`config.mk`:
```
export PLATFORM = sky130hd
export DESIGN_NAME = cfo_comparator_ctrl
export DESIGN_NICKNAME = d
export VERILOG_FILES = /design/src/cfo_pkg.sv /design/src/cfo_comparator_ctrl.sv
export SDC_FILE = /design/constraint.sdc
export NUM_CORES = 1
export LEC_CHECK = 0
export ABC_AREA = 1
export BUFFER_PORTS_ARGS = -buffer_cell sky130_fd_sc_hd__buf_2
export CAP_MARGIN = 10
export CELL_PAD_IN_SITES_DETAIL_PLACEMENT = 0
export CELL_PAD_IN_SITES_GLOBAL_PLACEMENT = 1
export CORE_ASPECT_RATIO = 1.5
export CORE_UTILIZATION = 30
export DETAILED_ROUTE_END_ITERATION = 10
export PLACE_DENSITY_LB_ADDON = 0.08
export SETUP_SLACK_MARGIN = 0.2
export SLEW_MARGIN = 10
export SYNTH_ARGS = -nofsm -noshare
export SYNTH_HDL_FRONTEND = slang
export SYNTH_SLANG_ARGS = --single-unit
```
`constraint.sdc`:
```
create_clock -name clk_sys -period 3.7 [get_ports clk_sys]
set_clock_uncertainty 0.1 [all_clocks]
set_input_delay 0.185 -clock clk_sys [delete_from_list [all_inputs] [get_ports clk_sys]]
set_output_delay 0.185 -clock clk_sys [all_outputs]
set_load 0.02 [all_outputs]
```
`src/cfo_pkg.sv`:
```
// constants and carrier types for the comparator filter and output control block
// assumes a single 25 MHz system clock and an AHB-Lite master on the register side
package cfo_pkg;
    localparam logic [11:0] OFS_C1CTL = 12'h000;
    localparam logic [11:0] OFS_FILT  = 12'h004;
    localparam logic [11:0] OFS_C2CSR = 12'h010;

    // comparator1 control (enable and filter clock source)
    localparam int C1_EN_BIT   = 0;
    localparam int C1_SRC_LO   = 2;
    localparam int C1_SRC_HI   = 3;
    // filter config
    localparam int FLT_EN_BIT  = 0;
    localparam int FLT_CNT_LO  = 16;
    localparam int FLT_CNT_HI  = 31;
    // comparator2 control and status
    localparam int C2_EN_BIT   = 0;
    localparam int C2_HYST_BIT = 1;
    localparam int C2_NEG_LO   = 2;
    localparam int C2_NEG_HI   = 5;
    localparam int C2_POS_LO   = 6;
    localparam int C2_POS_HI   = 9;
    localparam int C2_WIN_BIT  = 11;
    localparam int C2_POL_BIT  = 15;
    localparam int C2_PWR_LO   = 18;
    localparam int C2_PWR_HI   = 19;
    localparam int C2_OUT_BIT  = 30;

    localparam logic [1:0]  SRC_BUS = 2'h0;
    localparam logic [1:0]  SRC_LSI = 2'h1;
    localparam logic [1:0]  SRC_LSE = 2'h2;
    localparam logic [1:0]  PWR_HIGH = 2'h0;
    localparam logic [1:0]  PWR_MED  = 2'h1;
    localparam logic [15:0] FLT_CNT_RST = 16'h0000;
    localparam logic [31:0] WORD_ZERO   = 32'h00000000;

    typedef enum logic [1:0] {BUS_IDLE, BUS_WRITE, BUS_RWAIT, BUS_RDONE} cfo_bus_e;

    typedef struct packed {
        logic       comp1Enable;
        logic       comp2Enable;
        logic       comp2Hysteresis;
        logic [1:0] powerSpeedSelect;
        logic [3:0] positiveInputSelect;
        logic [3:0] negativeInputSelect;
        logic       windowInputShare;
    } cfo_analog_s;

    typedef struct packed {
        logic [1:0] s1;
        logic [1:0] s2;
    } cfo_sync_s;
endpackage

```
`src/cfo_comparator_ctrl.sv`:
```
// register file, input synchronisers and comparator1 sample filter for two analog comparators
// assumes raw comparator outputs and slow oscillators arrive asynchronously on pins
`timescale 1ns/100ps

// How it works
// [RULE1] filter samples on bus, lsi or lse clock
// [RULE2] filtered output changes after count consistent samples
// [RULE3] period equals count field, no offset
// [RULE4] bit 0 turns digital filter on
// [RULE5] software writes filter enable while comp1 off
// [RULE6] bit 30 reads comparator2 output after polarity
// [RULE7] bit 15 inverts comparator2 output
// [RULE8] bits 19:18 select high or medium speed
// [RULE9] bit 11 routes comp1 positive input to comp2
// [RULE10] software never sets both window bits
// [RULE11] bit 0 enables comparator, readable and writable
// [RULE12] filter disabled passes raw output directly
// [RULE13] reserved bits read zero, writes ignored
module cfo_comparator_ctrl
    import cfo_pkg::*;
(
    input  wire logic        clk_sys,
    input  wire logic        rst,
    input  wire logic        hsel,
    input  wire logic [31:0] haddr,
    input  wire logic [1:0]  htrans,
    input  wire logic        hwrite,
    input  wire logic [2:0]  hsize,
    input  wire logic [31:0] hwdata,
    input  wire logic        hready,
    output logic      [31:0] hrdata,
    output logic             hreadyout,
    output logic             hresp,
    input  wire logic        comp1RawOut,
    input  wire logic        comp2RawOut,
    input  wire logic        lowSpeedInternalOsc,
    input  wire logic        lowSpeedExternalOsc,
    output logic             comp1Filtered,
    output logic             comp2Status,
    output cfo_analog_s      analogCtrl
);

    typedef struct packed {
        cfo_bus_e    busState;
        logic [11:0] busAddr;
        logic [31:0] readData;
        cfo_sync_s   compSync;
        logic [2:0]  lsiSync;
        logic [2:0]  lseSync;
        logic [1:0]  filterSource;
        logic [15:0] filterSampleCount;
        logic        filterEnableBit;
        logic        polarity;
        cfo_analog_s analog;
        logic [15:0] sampleRun;
        logic        filtered;
        logic        comp2Out;
    } cfo_state_s;

    cfo_state_s state_r;
    cfo_state_s state_nxt;

    logic        addrValid;
    logic        sampleTick;
    logic        rawComp1;
    logic        rawComp2;

    // rising edge seen between the second and third stages, the first stage feeds nothing else
    function automatic logic rise3(input logic [2:0] sh);
        rise3 = sh[1] & ~sh[2];
    endfunction

    // each read word starts from zero, so reserved bits can never leak state
    function automatic logic [31:0] readC1Ctl(input cfo_state_s s);
        logic [31:0] w;
        w                      = WORD_ZERO;
        w[C1_EN_BIT]           = s.analog.comp1Enable;
        w[C1_SRC_HI:C1_SRC_LO] = s.filterSource;
        readC1Ctl = w;
    endfunction

    function automatic logic [31:0] readFilt(input cfo_state_s s);
        logic [31:0] w;
        w                        = WORD_ZERO;
        w[FLT_CNT_HI:FLT_CNT_LO] = s.filterSampleCount;
        w[FLT_EN_BIT]            = s.filterEnableBit;
        readFilt = w;
    endfunction

    // status comes from the registered output, never straight from a pin
    function automatic logic [31:0] readC2Csr(input cfo_state_s s);
        logic [31:0] w;
        w                      = WORD_ZERO;
        w[C2_EN_BIT]           = s.analog.comp2Enable;
        w[C2_HYST_BIT]         = s.analog.comp2Hysteresis;
        w[C2_NEG_HI:C2_NEG_LO] = s.analog.negativeInputSelect;
        w[C2_POS_HI:C2_POS_LO] = s.analog.positiveInputSelect;
        w[C2_WIN_BIT]          = s.analog.windowInputShare;
        w[C2_POL_BIT]          = s.polarity;
        w[C2_PWR_HI:C2_PWR_LO] = s.analog.powerSpeedSelect;
        w[C2_OUT_BIT]          = s.comp2Out; // [RULE6]
        readC2Csr = w;
    endfunction

    function automatic logic [31:0] readMux(input cfo_state_s s, input logic [11:0] a);
        logic [31:0] w;
        case (a)
            OFS_C1CTL: begin
                w = readC1Ctl(s);
            end
            OFS_FILT: begin
                w = readFilt(s);
            end
            OFS_C2CSR: begin
                w = readC2Csr(s);
            end
            default: begin
                w = WORD_ZERO;
            end
        endcase
        readMux = w; // [RULE13]
    endfunction

    // writes copy only the defined fields; everything else in the word is dropped
    function automatic cfo_state_s writeC1Ctl(input cfo_state_s s, input logic [31:0] d);
        cfo_state_s r;
        r                    = s;
        r.analog.comp1Enable = d[C1_EN_BIT]; // [RULE11]
        r.filterSource       = d[C1_SRC_HI:C1_SRC_LO];
        writeC1Ctl = r;
    endfunction

    function automatic cfo_state_s writeFilt(input cfo_state_s s, input logic [31:0] d);
        cfo_state_s r;
        r                   = s;
        r.filterSampleCount = d[FLT_CNT_HI:FLT_CNT_LO];
        // accepted at any time; nothing holds it stable while comp1 is on
        r.filterEnableBit   = d[FLT_EN_BIT]; // [RULE4] [RULE5]
        writeFilt = r;
    endfunction

    function automatic cfo_state_s writeC2Csr(input cfo_state_s s, input logic [31:0] d);
        cfo_state_s r;
        r                            = s;
        r.analog.comp2Enable         = d[C2_EN_BIT]; // [RULE11]
        r.analog.comp2Hysteresis     = d[C2_HYST_BIT];
        r.analog.negativeInputSelect = d[C2_NEG_HI:C2_NEG_LO];
        r.analog.positiveInputSelect = d[C2_POS_HI:C2_POS_LO];
        // no check against comp1's window bit, which lives elsewhere
        r.analog.windowInputShare    = d[C2_WIN_BIT]; // [RULE9] [RULE10]
        r.polarity                   = d[C2_POL_BIT];
        // reserved codes are stored as written and left to the analog side
        r.analog.powerSpeedSelect    = d[C2_PWR_HI:C2_PWR_LO]; // [RULE8]
        writeC2Csr = r;
    endfunction

    // code 3 falls back to the bus clock rather than stalling the filter
    function automatic logic selectTick(input logic [1:0] src, input logic [2:0] low_speed_internal_osc,
                                        input logic [2:0] low_speed_external_osc);
        logic t;
        case (src)
            SRC_LSI: begin
                t = rise3(low_speed_internal_osc);
            end
            SRC_LSE: begin
                t = rise3(low_speed_external_osc);
            end
            default: begin
                t = 1'b1;
            end
        endcase
        selectTick = t;
    endfunction

    // a count of zero behaves as one: the change lands on the first sample
    function automatic logic runDone(input logic [15:0] run, input logic [15:0] cnt);
        runDone = ((run + 16'h0001) >= cnt);
    endfunction

    // the filter only runs while both the filter and comparator1 are on
    function automatic logic filterActive(input cfo_state_s s);
        filterActive = s.filterEnableBit & s.analog.comp1Enable;
    endfunction

    // held low while switched off, so software never reads a stale level
    function automatic logic c2Level(input logic en, input logic raw, input logic pol);
        c2Level = en & (raw ^ pol); // [RULE7]
    endfunction

    assign addrValid = hsel & hready & htrans[1];
    assign rawComp1  = state_r.compSync.s2[0];
    assign rawComp2  = state_r.compSync.s2[1];

    // slow sources tick a few cycles after their pin edge: synchroniser plus edge stage
    assign sampleTick = selectTick(state_r.filterSource, state_r.lsiSync, // [RULE1]
                                   state_r.lseSync);

    always_comb begin
        state_nxt = state_r;

        // synchronisers: two flops each before any logic reads the pin
        state_nxt.compSync.s1 = {comp2RawOut, comp1RawOut};
        state_nxt.compSync.s2 = state_r.compSync.s1;
        state_nxt.lsiSync     = {state_r.lsiSync[1:0], lowSpeedInternalOsc};
        state_nxt.lseSync     = {state_r.lseSync[1:0], lowSpeedExternalOsc};

        // bus: writes take effect at the end of their data phase; reads add one
        // wait state so a read right after a write sees the new value
        case (state_r.busState)
            BUS_WRITE: begin
                case (state_r.busAddr)
                    OFS_C1CTL: begin
                        state_nxt = writeC1Ctl(state_nxt, hwdata);
                    end
                    OFS_FILT: begin
                        state_nxt = writeFilt(state_nxt, hwdata);
                    end
                    OFS_C2CSR: begin
                        state_nxt = writeC2Csr(state_nxt, hwdata);
                    end
                    default: begin
                        // unmapped offsets: the write is dropped
                        state_nxt.busState = state_r.busState; // [RULE13]
                    end
                endcase
            end
            BUS_RWAIT: begin
                state_nxt.readData = readMux(state_r, state_r.busAddr);
            end
            default: begin
                state_nxt.readData = state_r.readData;
            end
        endcase

        if (state_r.busState == BUS_RWAIT) begin
            state_nxt.busState = BUS_RDONE;
        end else if (addrValid) begin
            state_nxt.busAddr  = {haddr[11:2], 2'b00};
            state_nxt.busState = hwrite ? BUS_WRITE : BUS_RWAIT;
        end else begin
            state_nxt.busState = BUS_IDLE;
        end

        // comparator1 sample filter
        // raw level, gated by comparator1's enable, passes through when the filter is idle
        if (!filterActive(state_r)) begin
            state_nxt.filtered  = rawComp1 & state_r.analog.comp1Enable; // [RULE12]
            state_nxt.sampleRun = FLT_CNT_RST;
        end else if (sampleTick) begin
            if (rawComp1 == state_r.filtered) begin
                state_nxt.sampleRun = FLT_CNT_RST;
            end else if (runDone(state_r.sampleRun, state_r.filterSampleCount)) begin
                // the run restarts on any agreeing sample, so glitches never add up
                state_nxt.filtered  = rawComp1; // [RULE2] [RULE3]
                state_nxt.sampleRun = FLT_CNT_RST;
            end else begin
                state_nxt.sampleRun = state_r.sampleRun + 16'h0001; // [RULE2]
            end
        end

        // comparator2 status after polarity, registered to match the read path
        state_nxt.comp2Out = c2Level(state_r.analog.comp2Enable, rawComp2, state_r.polarity);
    end

    // reset loads constants only; synchronisers restart low, matching idle pins

    always_ff @(posedge clk_sys or posedge rst) begin
        if (rst) begin
            state_r.busState            <= BUS_IDLE;
            state_r.busAddr             <= 12'h000;
            state_r.readData            <= WORD_ZERO;
            state_r.compSync.s1         <= 2'h0;
            state_r.compSync.s2         <= 2'h0;
            state_r.lsiSync             <= 3'h0;
            state_r.lseSync             <= 3'h0;
            state_r.filterSource        <= SRC_BUS;
            state_r.filterSampleCount   <= FLT_CNT_RST;
            state_r.filterEnableBit     <= 1'b0;
            state_r.polarity            <= 1'b0;
            state_r.analog.comp1Enable         <= 1'b0;
            state_r.analog.comp2Enable         <= 1'b0;
            state_r.analog.comp2Hysteresis     <= 1'b0;
            state_r.analog.powerSpeedSelect    <= PWR_HIGH;
            state_r.analog.positiveInputSelect <= 4'h0;
            state_r.analog.negativeInputSelect <= 4'h0;
            state_r.analog.windowInputShare    <= 1'b0;
            state_r.sampleRun           <= FLT_CNT_RST;
            state_r.filtered            <= 1'b0;
            state_r.comp2Out            <= 1'b0;
        end else begin
            state_r <= state_nxt;
        end
    end

    assign hrdata        = state_r.readData;
    assign hreadyout     = (state_r.busState != BUS_RWAIT);
    assign hresp         = 1'b0;
    assign comp1Filtered = state_r.filtered;
    assign comp2Status   = state_r.comp2Out;
    assign analogCtrl    = state_r.analog;

endmodule

```
==> Word level (Yosys, flattened, before mapping) <==
Cells that the tools add are included.
Widths: inputs -> output; s select.
{ "classes": {"n_addsub": 1, "n_lt_le_gt_ge": 1, "n_eq_ne": 9, "mux": 16, "n_bitwise": 14, "n_reduce_logical": 5} }
{ "ops": {"columns": ["op", "count"], "rows": [
  ["$pmux 52 s3", 1],
  ["$pmux 32 s3", 1],
  ["$pmux 32 s2", 1],
  ["$mux 17", 2],
  ["$mux 16", 2],
  ["$mux 12", 2],
  ["$mux 18", 1],
  ["$add 16x1->16 const B", 1],
  ["$ge 16x16->1", 1],
  ["$eq 12x3->1 const B", 1],
  ["$eq 12x5->1 const B", 1],
  ["$logic_not 12->1", 1],
  ["$reduce_and 4->1", 3],
  ["$and 1x1->1", 7],
  ["$mux 2", 3],
  ["$not 1->1", 6],
  ["$eq 2x1->1 const B", 2],
  ["$eq 2x2->1 const B", 2],
  ["$ne 2x2->1 const B", 2],
  ["$mux 1", 2],
  ["$pmux 1 s2", 1],
  ["$reduce_and 2->1", 1],
  ["$eq 1x1->1", 1],
  ["$xor 1x1->1", 1]
]} }
{ "word_totals": {"reg_bits": 108, "input_bits": 78, "output_inout_bits": 50, "wordCells": 67} }

==> Logic depth before layout (Yosys ltp) <==
Gate-level depths: netlist of the first run.
{ "logic_depth": {"depth_word": 7, "mapped_depth": 17, "ltp_nobuf": 17} }

==> Least setup slack after synthesis of the first run <==
Ideal clock, no wire load.
{ "synth_path": {"kind": "register -> register", "from": "register state_r[2] (netlist name)", "to": "register state_r[6] (netlist name)", "setup_time_ns": 0.118, "arrival_time_ns": 2.112, "t_required_ns": 3.482, "setup_slack_ns": 1.370, "path_stages_with_launch": 16, "n_path_buf": 1, "period_less_slack_ns": 2.330, "cell_sequence": "dfrtp_1 > ha_1 > nand2_1 > nor3b_1 > nand2_1 > nand2_1 > nand2_1 > ha_1 > nand2_1 > inv_1 > o21ai_0 > a21oi_1 > nor2_4 > buf_4 > nand4_1 > nand2_1"} }
{ "synth_between": {"elab_chain_len": 6} }
{ "synth_lines": {"columns": ["item", "line_no", "source"], "rows": [
  ["from (decl)", "cfo_comparator_ctrl.sv:60", "cfo_state_s state_r;"],
  ["from (signal assigned)", "cfo_comparator_ctrl.sv:291", "state_r <= state_nxt;"],
  ["$add 16x1->16 (*)", "cfo_comparator_ctrl.sv:177, cfo_comparator_ctrl.sv:257", null],
  ["$ge 16x16->1", "cfo_comparator_ctrl.sv:177", "runDone = ((run + 16'h0001) >= cnt);"],
  ["$mux 16 (*)", "cfo_comparator_ctrl.sv:252", "end else if (runDone(state_r.sampleRun, state_r.filterSampleCount)) begin"],
  ["$mux 16 (*)", "cfo_comparator_ctrl.sv:250", "if (rawComp1 == state_r.filtered) begin"],
  ["$mux 17 (*)", "cfo_comparator_ctrl.sv:249", "end else if (sampleTick) begin"],
  ["$mux 17 (*)", "cfo_comparator_ctrl.sv:246", "if (!filterActive(state_r)) begin"]
]} }
Every way passes the cells marked *; elsewhere a longest branch is shown, timed or not.
A chain may end at the register's enable or synchronous reset.

==> Worst setup path in the final report of the first run <==
{ "layout_path": {"from": "register state_r[2] (netlist name)", "to": "register state_r (netlist bit comp1Filtered)"} }
{ "layout_between": {"elab_chain_len": 6} }
{ "layout_lines": {"columns": ["item", "line_no"], "rows": [
  ["$add 16x1->16", "cfo_comparator_ctrl.sv:177"],
  ["$ge 16x16->1", "cfo_comparator_ctrl.sv:177"],
  ["$mux 1", "cfo_comparator_ctrl.sv:252"],
  ["$mux 1", "cfo_comparator_ctrl.sv:250"],
  ["$mux 17", "cfo_comparator_ctrl.sv:249"],
  ["$mux 17", "cfo_comparator_ctrl.sv:246"]
]} }
Every way passes these cells.

==> flow_summary.toml, run 1 <==
[setup_path]
endpoint_kind = "flip-flop"
startpoint_type = "flip-flop"
arrival_ns = 3.17
rr_endpoint = "comp1Filtered"
r2r_cells = 15
rrSetupSlack_ns = 0.67
required_ns = 3.85
endpoint = "comp1Filtered"
path_class = "reg2reg"
r2r-start = "state_r[2]"
cp_max_fo = 17
crit_start = "state_r[2]"

[logic_synthesis]
synthArstFlopShare_pct = 100.0
yosys.area_share.simple_pct = 20.62
synth_top_cell_by_area = "dfrtp_1"
synth_common_cells = "nand2_1, dfrtp_1, inv_1"
synthTopCellsByArea = "dfrtp_1, nand2_1, buf_4"
synth.most_common_cell = "nand2_1"
synth_cell_types = 34
synth-seq-area-share_pct = 48.12
synth_compound_area_share_pct = 9.295
synth-seq-cells = 102
syn_inst = 629
synthAdderAreaFrac_pct = 4.482
synth_mux_area_share_pct = 0.4246
synth-xor-area-share_pct = 1.486
synth_edf_count = 0
synth_top_family_by_area = "simple AND/OR/NAND/NOR gates"
netlist.area_leader.share_pct = 48.12
synth.avg_cell_area_sq_um = 8.432
yosys_warnings = 0
synth.cell_area_sq_mm = 0.005304
ys.flop_type = "dfrtp_1"

[worst_hold_path]
min_from = "hready"
hp-class = "in2reg"

[routing]
wl_per_cell_um = 13.93
remaining_drc_errors = 0
viasPerCell = 4.435
drt-pass1-iter-count = 4
wl_um = 13050
num_vias = 4156
ant_nets = 0
first_iter_violations = 191

[timing]
worst_slew_pin_slew_ns = 0.7450
setup_viol = 0
rsz0062_at_grt = "false"
tns_ns = 0
fmax_mhz = 330.2
worst_slack_ns = 0.6719
min_period_ns = 3.028
finalCritPeriodShare_pct = 81.84
slew_headroom_pct = 50.28
finalMaxSlewViolations = 0
hold_slack_ns = 0.03479
finalHoldViolations = 0

[clocking]
clockBufferDepth = 2
clock_sinks = 102
clock-root-buffer = "clkbuf_16"
clk_pin_slew_ns = 0.07
post_cts_buffers = 0
insertion_delay_ns = 0.35
htree_levels = 3
cts_tree = "done"
cts_resized = 0
cts_buffers = 9

[final_layout]
antenna_cells = 0
drive_gt1_share_pct = 17.40
fillers = 1851
final_area_sq_mm = 0.006369
final_nets = 816
area.growth.synth_to_final_pct = 20.08
final_util_pct = 36.71
layoutNonFillerInstCount = 937

[power]
power.leakage_nw = 3.706
cellPowerDensity_mw_per_mm2 = 399.6
fin_total_pwr_mw = 2.545
ir_drop_v = 0.0002536

[place]
dpl_worst_slack_ns = 0.5886
dp_cells = 877
place_congestion = 0.7749
dp.final_hpwl_um = 9217
place_area_sq_mm = 0.005612
placement.io_buffers = 92

[global_route]
overflow = 0
grt_max_degree = 57
track_usage_pct = 15.03
antenna_found_initial = 0
grt_pass1_wl_um = 21180
first_global_vias = 4077

[die]
coreArea_sq_mm = 0.01735
die-area_sq_mm = 0.01823
initial_core_util_pct = 30.57
io_pins = 128
die_h_um = 164.8
die_w_um = 110.6
num_rows = 59

[run_status]
outcome = "complete, no violations"

[job]
maxCapViolCount = 0
==> state kept, by name, summed over array words and instances (netlist names) <==
signal,cells
hrdata,28
state_r,56
rawComp1,1
rawComp2,1
analogCtrl,14
comp1Filtered,1
comp2Status,1
==> critical path, cell delays in order (launching register included) <==
cell and delay, ns:
dfrtp_1 0.43, nand3_1 0.14, nor2_1 0.25, nand3_1 0.19, o21ai_0 0.18, nand2_1 0.09
ha_1 0.32, nand2_1 0.06, inv_1 0.06, nand3_1 0.14, nor2_1 0.16, nand2_1 0.40
nand2_1 0.22, nand2_1 0.07, nand2_1 0.06, nand2_1 0.05
==> cells by family after synthesis <==
family,Yosys count
compound gates,83
xor+xnor,9
fa+ha+maj,19
buf+inv,160
flops,102
mux,2
other cells,1
simple gates,253
==> final cells by class <==
type | instances | area [sq um] | share of cell area [%]
Sequential cell | 102 | 2552 | 40.08
Clock buffer | 11 | 252.7 | 3.969
Timing Repair Buffer | 139 | 923.4 | 14.50
Inverter | 96 | 362.8 | 5.697
Multi-Input combinational cell | 371 | 1947 | 30.57
Clock inverter | 5 | 63.81 | 1.002
Tap cell | 213 | 266.5 | 4.185
==> power by group <==
group          internal, mW  total, mW  switching [mW]
clock                 0.570       1.01           0.444
combinational         0.111      0.321           0.210
sequential             1.17       1.21          0.0412
total                  1.85       2.55           0.696
==> cell usage in the layout, fill, tap and decap left out, types with 5 or more instances in the layout <==
| master | count |
|---|---|
| conb_1 | 5 |
| a21oi_1 | 15 |
| nand2_1 | 168 |
| o31ai_1 | 21 |
| o21ai_1 | 20 |
| inv_1 | 95 |
| buf_2 | 92 |
| nand4_1 | 19 |
| nor2_1 | 33 |
| dlygate4sd3_1 | 44 |
| o21ai_0 | 18 |
| clkbuf_16 | 9 |
| xor2_1 | 6 |
| nand3_1 | 16 |
| ha_1 | 19 |
| dfrtp_1 | 102 |
==> routing by layer <==
layer / track usage (%) / share of wire (%)
met5: 0 / 0
met3: 3.119 / 2.7
met4: 4.848 / 1.3
met1: 17.07 / 42
met2: 27.98 / 54
==> how the worst min path moves through the flow <==
| stage | end | slack, ns | cells after the start |
|---|---|---|---|
| final | state_r[107] | 0.03 | 3 |
| after global routing | state_r[107] | 0.04 | 3 |
| after CTS | state_r[107] | 0.03 | 3 |
| after detailed placement | state_r[60] | 0.19 | 1 |
| after global placement | state_r[61] | 0.19 | 1 |
| after floorplan | state_r[52] | 0.12 | 0 |
==> timing repair <==
item                                    in CTS  in global routing
endpoints found under the hold margin      100                  0
hold buffers                                44                  0
endpoints found under the setup margin       0                  0
Power figures use the tool's default switching activity.
==> inputs of run 2 (changes only) <==
==> constraint.sdc (replaced) <==
create_clock -name clk_sys -period 2.8 [get_ports clk_sys]
set_clock_uncertainty 0.1 [all_clocks]
set_input_delay 0.14 -clock clk_sys [delete_from_list [all_inputs] [get_ports clk_sys]]
set_output_delay 0.14 -clock clk_sys [all_outputs]
set_load 0.02 [all_outputs]
==> flow_summary.toml, run 2 (synthesis gave the netlist of run 1 again) <==
[final_layout]
final_cell_mix = "nand2_1, dfrtp_1, inv_1"
area.growth.synth_to_final_pct = 28.29
mostFrequentLayoutCell = "nand2_1"
drive_gt1_share_pct = 24.83
largest_register = "state_r"
antenna_cells = 0
final_util_pct = 39.22
final_nets = 841
largest_reg_flops = 56

[timing]
setup_viol = 0
min_period_ns = 2.474
tns_ns = 0
finalMaxSlewViolations = 0
worst_slew_pin_slew_ns = 0.8439
finalCritPeriodShare_pct = 88.36
slew_headroom_pct = 43.62
finalHoldViolations = 0
rsz0062_at_grt = "true"
fmax_mhz = 404.2

[routing]
num_vias = 4279
wl_per_cell_um = 14.12
remaining_drc_errors = 0
first_iter_violations = 128
drt-pass1-iter-count = 4
viasPerCell = 4.448
wl_um = 13580
ant_nets = 0

[clocking]
clockBufferDepth = 2
cts_tree = "done"
clock-root-buffer = "clkbuf_16"
htree_levels = 3
clk_pin_slew_ns = 0.07
insertion_delay_ns = 0.35
clock_sinks = 102
cts_buffers = 9

[power]
ir_drop_v = 0.0002763
power.leakage_nw = 3.873
cellPowerDensity_mw_per_mm2 = 498.4

[setup_path]
required_ns = 2.99
crit_slowest_cell = "dfrtp_1"
startpoint_type = "flip-flop"
slowest_delay_ns = 0.40
arrival_ns = 2.66
endpoint_kind = "flip-flop"
timing.critical_path.cells = "nand3_2, nor2_4, nand3_4, o21ai_2, nand2_2, ha_4, buf_6, a211oi_2, nand2_1, nor2_4, clkbuf_16, nand4_1, nand2_1"
path_class = "reg2reg"
cp_max_fo = 5

[place]
placement.io_buffers = 92
dp.final_hpwl_um = 9640
place_congestion = 0.7887

[die]
die_h_um = 164.8
io_pins = 128
initial_core_util_pct = 30.57
die_w_um = 110.6
coreArea_sq_mm = 0.01735
num_rows = 59
die-area_sq_mm = 0.01823

[global_route]
antenna_found_initial = 0
grt_max_degree = 50
grt_pass1_wl_um = 21560
overflow = 0
track_usage_pct = 15.27
first_global_vias = 4212

[run_status]
outcome = "complete, no violations"

[worst_hold_path]
hp-class = "in2reg"

[job]
maxCapViolCount = 0
==> run 2: repair_timing <==
| action | CTS | global route |
|---|---|---|
| setup buffers | 0 | 3 |
| pin swaps | 0 | 23 |
| gates cloned | 0 | 1 |
| resized for setup | 4 | 44 |
| endpoints found under the hold margin | 84 | 0 |
| hold buffers | 45 | 0 |
| endpoints found under the setup margin | 17 | 17 |
==> run 2: path summary, 6_finish.rpt <==
kind	from	endpoint	cells past startpoint	slack, ns
worst max-delay path	state_r[2]	state_r[9]	13	0.33
worst min-delay path	hready	state_r[106]	5	0.05
worst max register to register	state_r[2]	state_r[9]	13	0.33
worst min register to register	state_r[55]	state_r[56]	0	0.25
max in group asynchronous	rst	state_r[7]	4	1.44
min in group asynchronous	rst	state_r[35]	3	0.39
==> run 2: where the power goes <==
part | total [mW] | switching, mW | internal (mW)
Combinational | 0.451 | 0.288 | 0.163
Clock | 1.34 | 0.571 | 0.771
Sequential | 1.60 | 0.0532 | 1.54
Total | 3.39 | 0.913 | 2.48
==> run 2: area by class of cell <==
class | instances | area [sq um]
Fill cell | 1820 | 10540
Sequential cell | 102 | 2555
Multi-Input combinational cell | 371 | 2136
Timing Repair Buffer | 164 | 1164
Inverter | 96 | 364.1
Clock buffer | 12 | 266.5
Tap cell | 213 | 266.5
Clock inverter | 4 | 52.55
==> run 2: layer usage <==
metal,wire [um],global-route usage [%]
met1,5881,17.79
met4,226,7.030
met3,367,2.018
met2,7109,27.78
met5,0,0
==> run 2: critical path: cells and delay by family, from the launching register on <==
kind	cells	cell delay [ns]
AND/OR/NAND/NOR	8	1.08
AO/OA/AOI/OAI	2	0.32
adder cells (fa/ha/maj)	1	0.22
flip-flops	1	0.40
buffers and inverters	2	0.31
==> run 2: through the flow <==
step / worst slack [ns] / cells / hold slack (ns) / area (sq um) / power, mW
3_3_place_gp: 0.07824 / 897 / 0.1484 / 5788 / 2.018
2_1_floorplan: 0.4698 / 633 / 0.07143 / 5323 / 1.882
4_1_cts: 0.2062 / 958 / 0.04115 / 6570 / 3.457
6_report: 0.3259 / 962 / 0.05356 / 6804 / 3.391
3_5_place_dp: 0.05490 / 897 / 0.1497 / 5788 / 2.029
5_1_grt: 0.1639 / 962 / 0.09451 / 6804 / 3.566
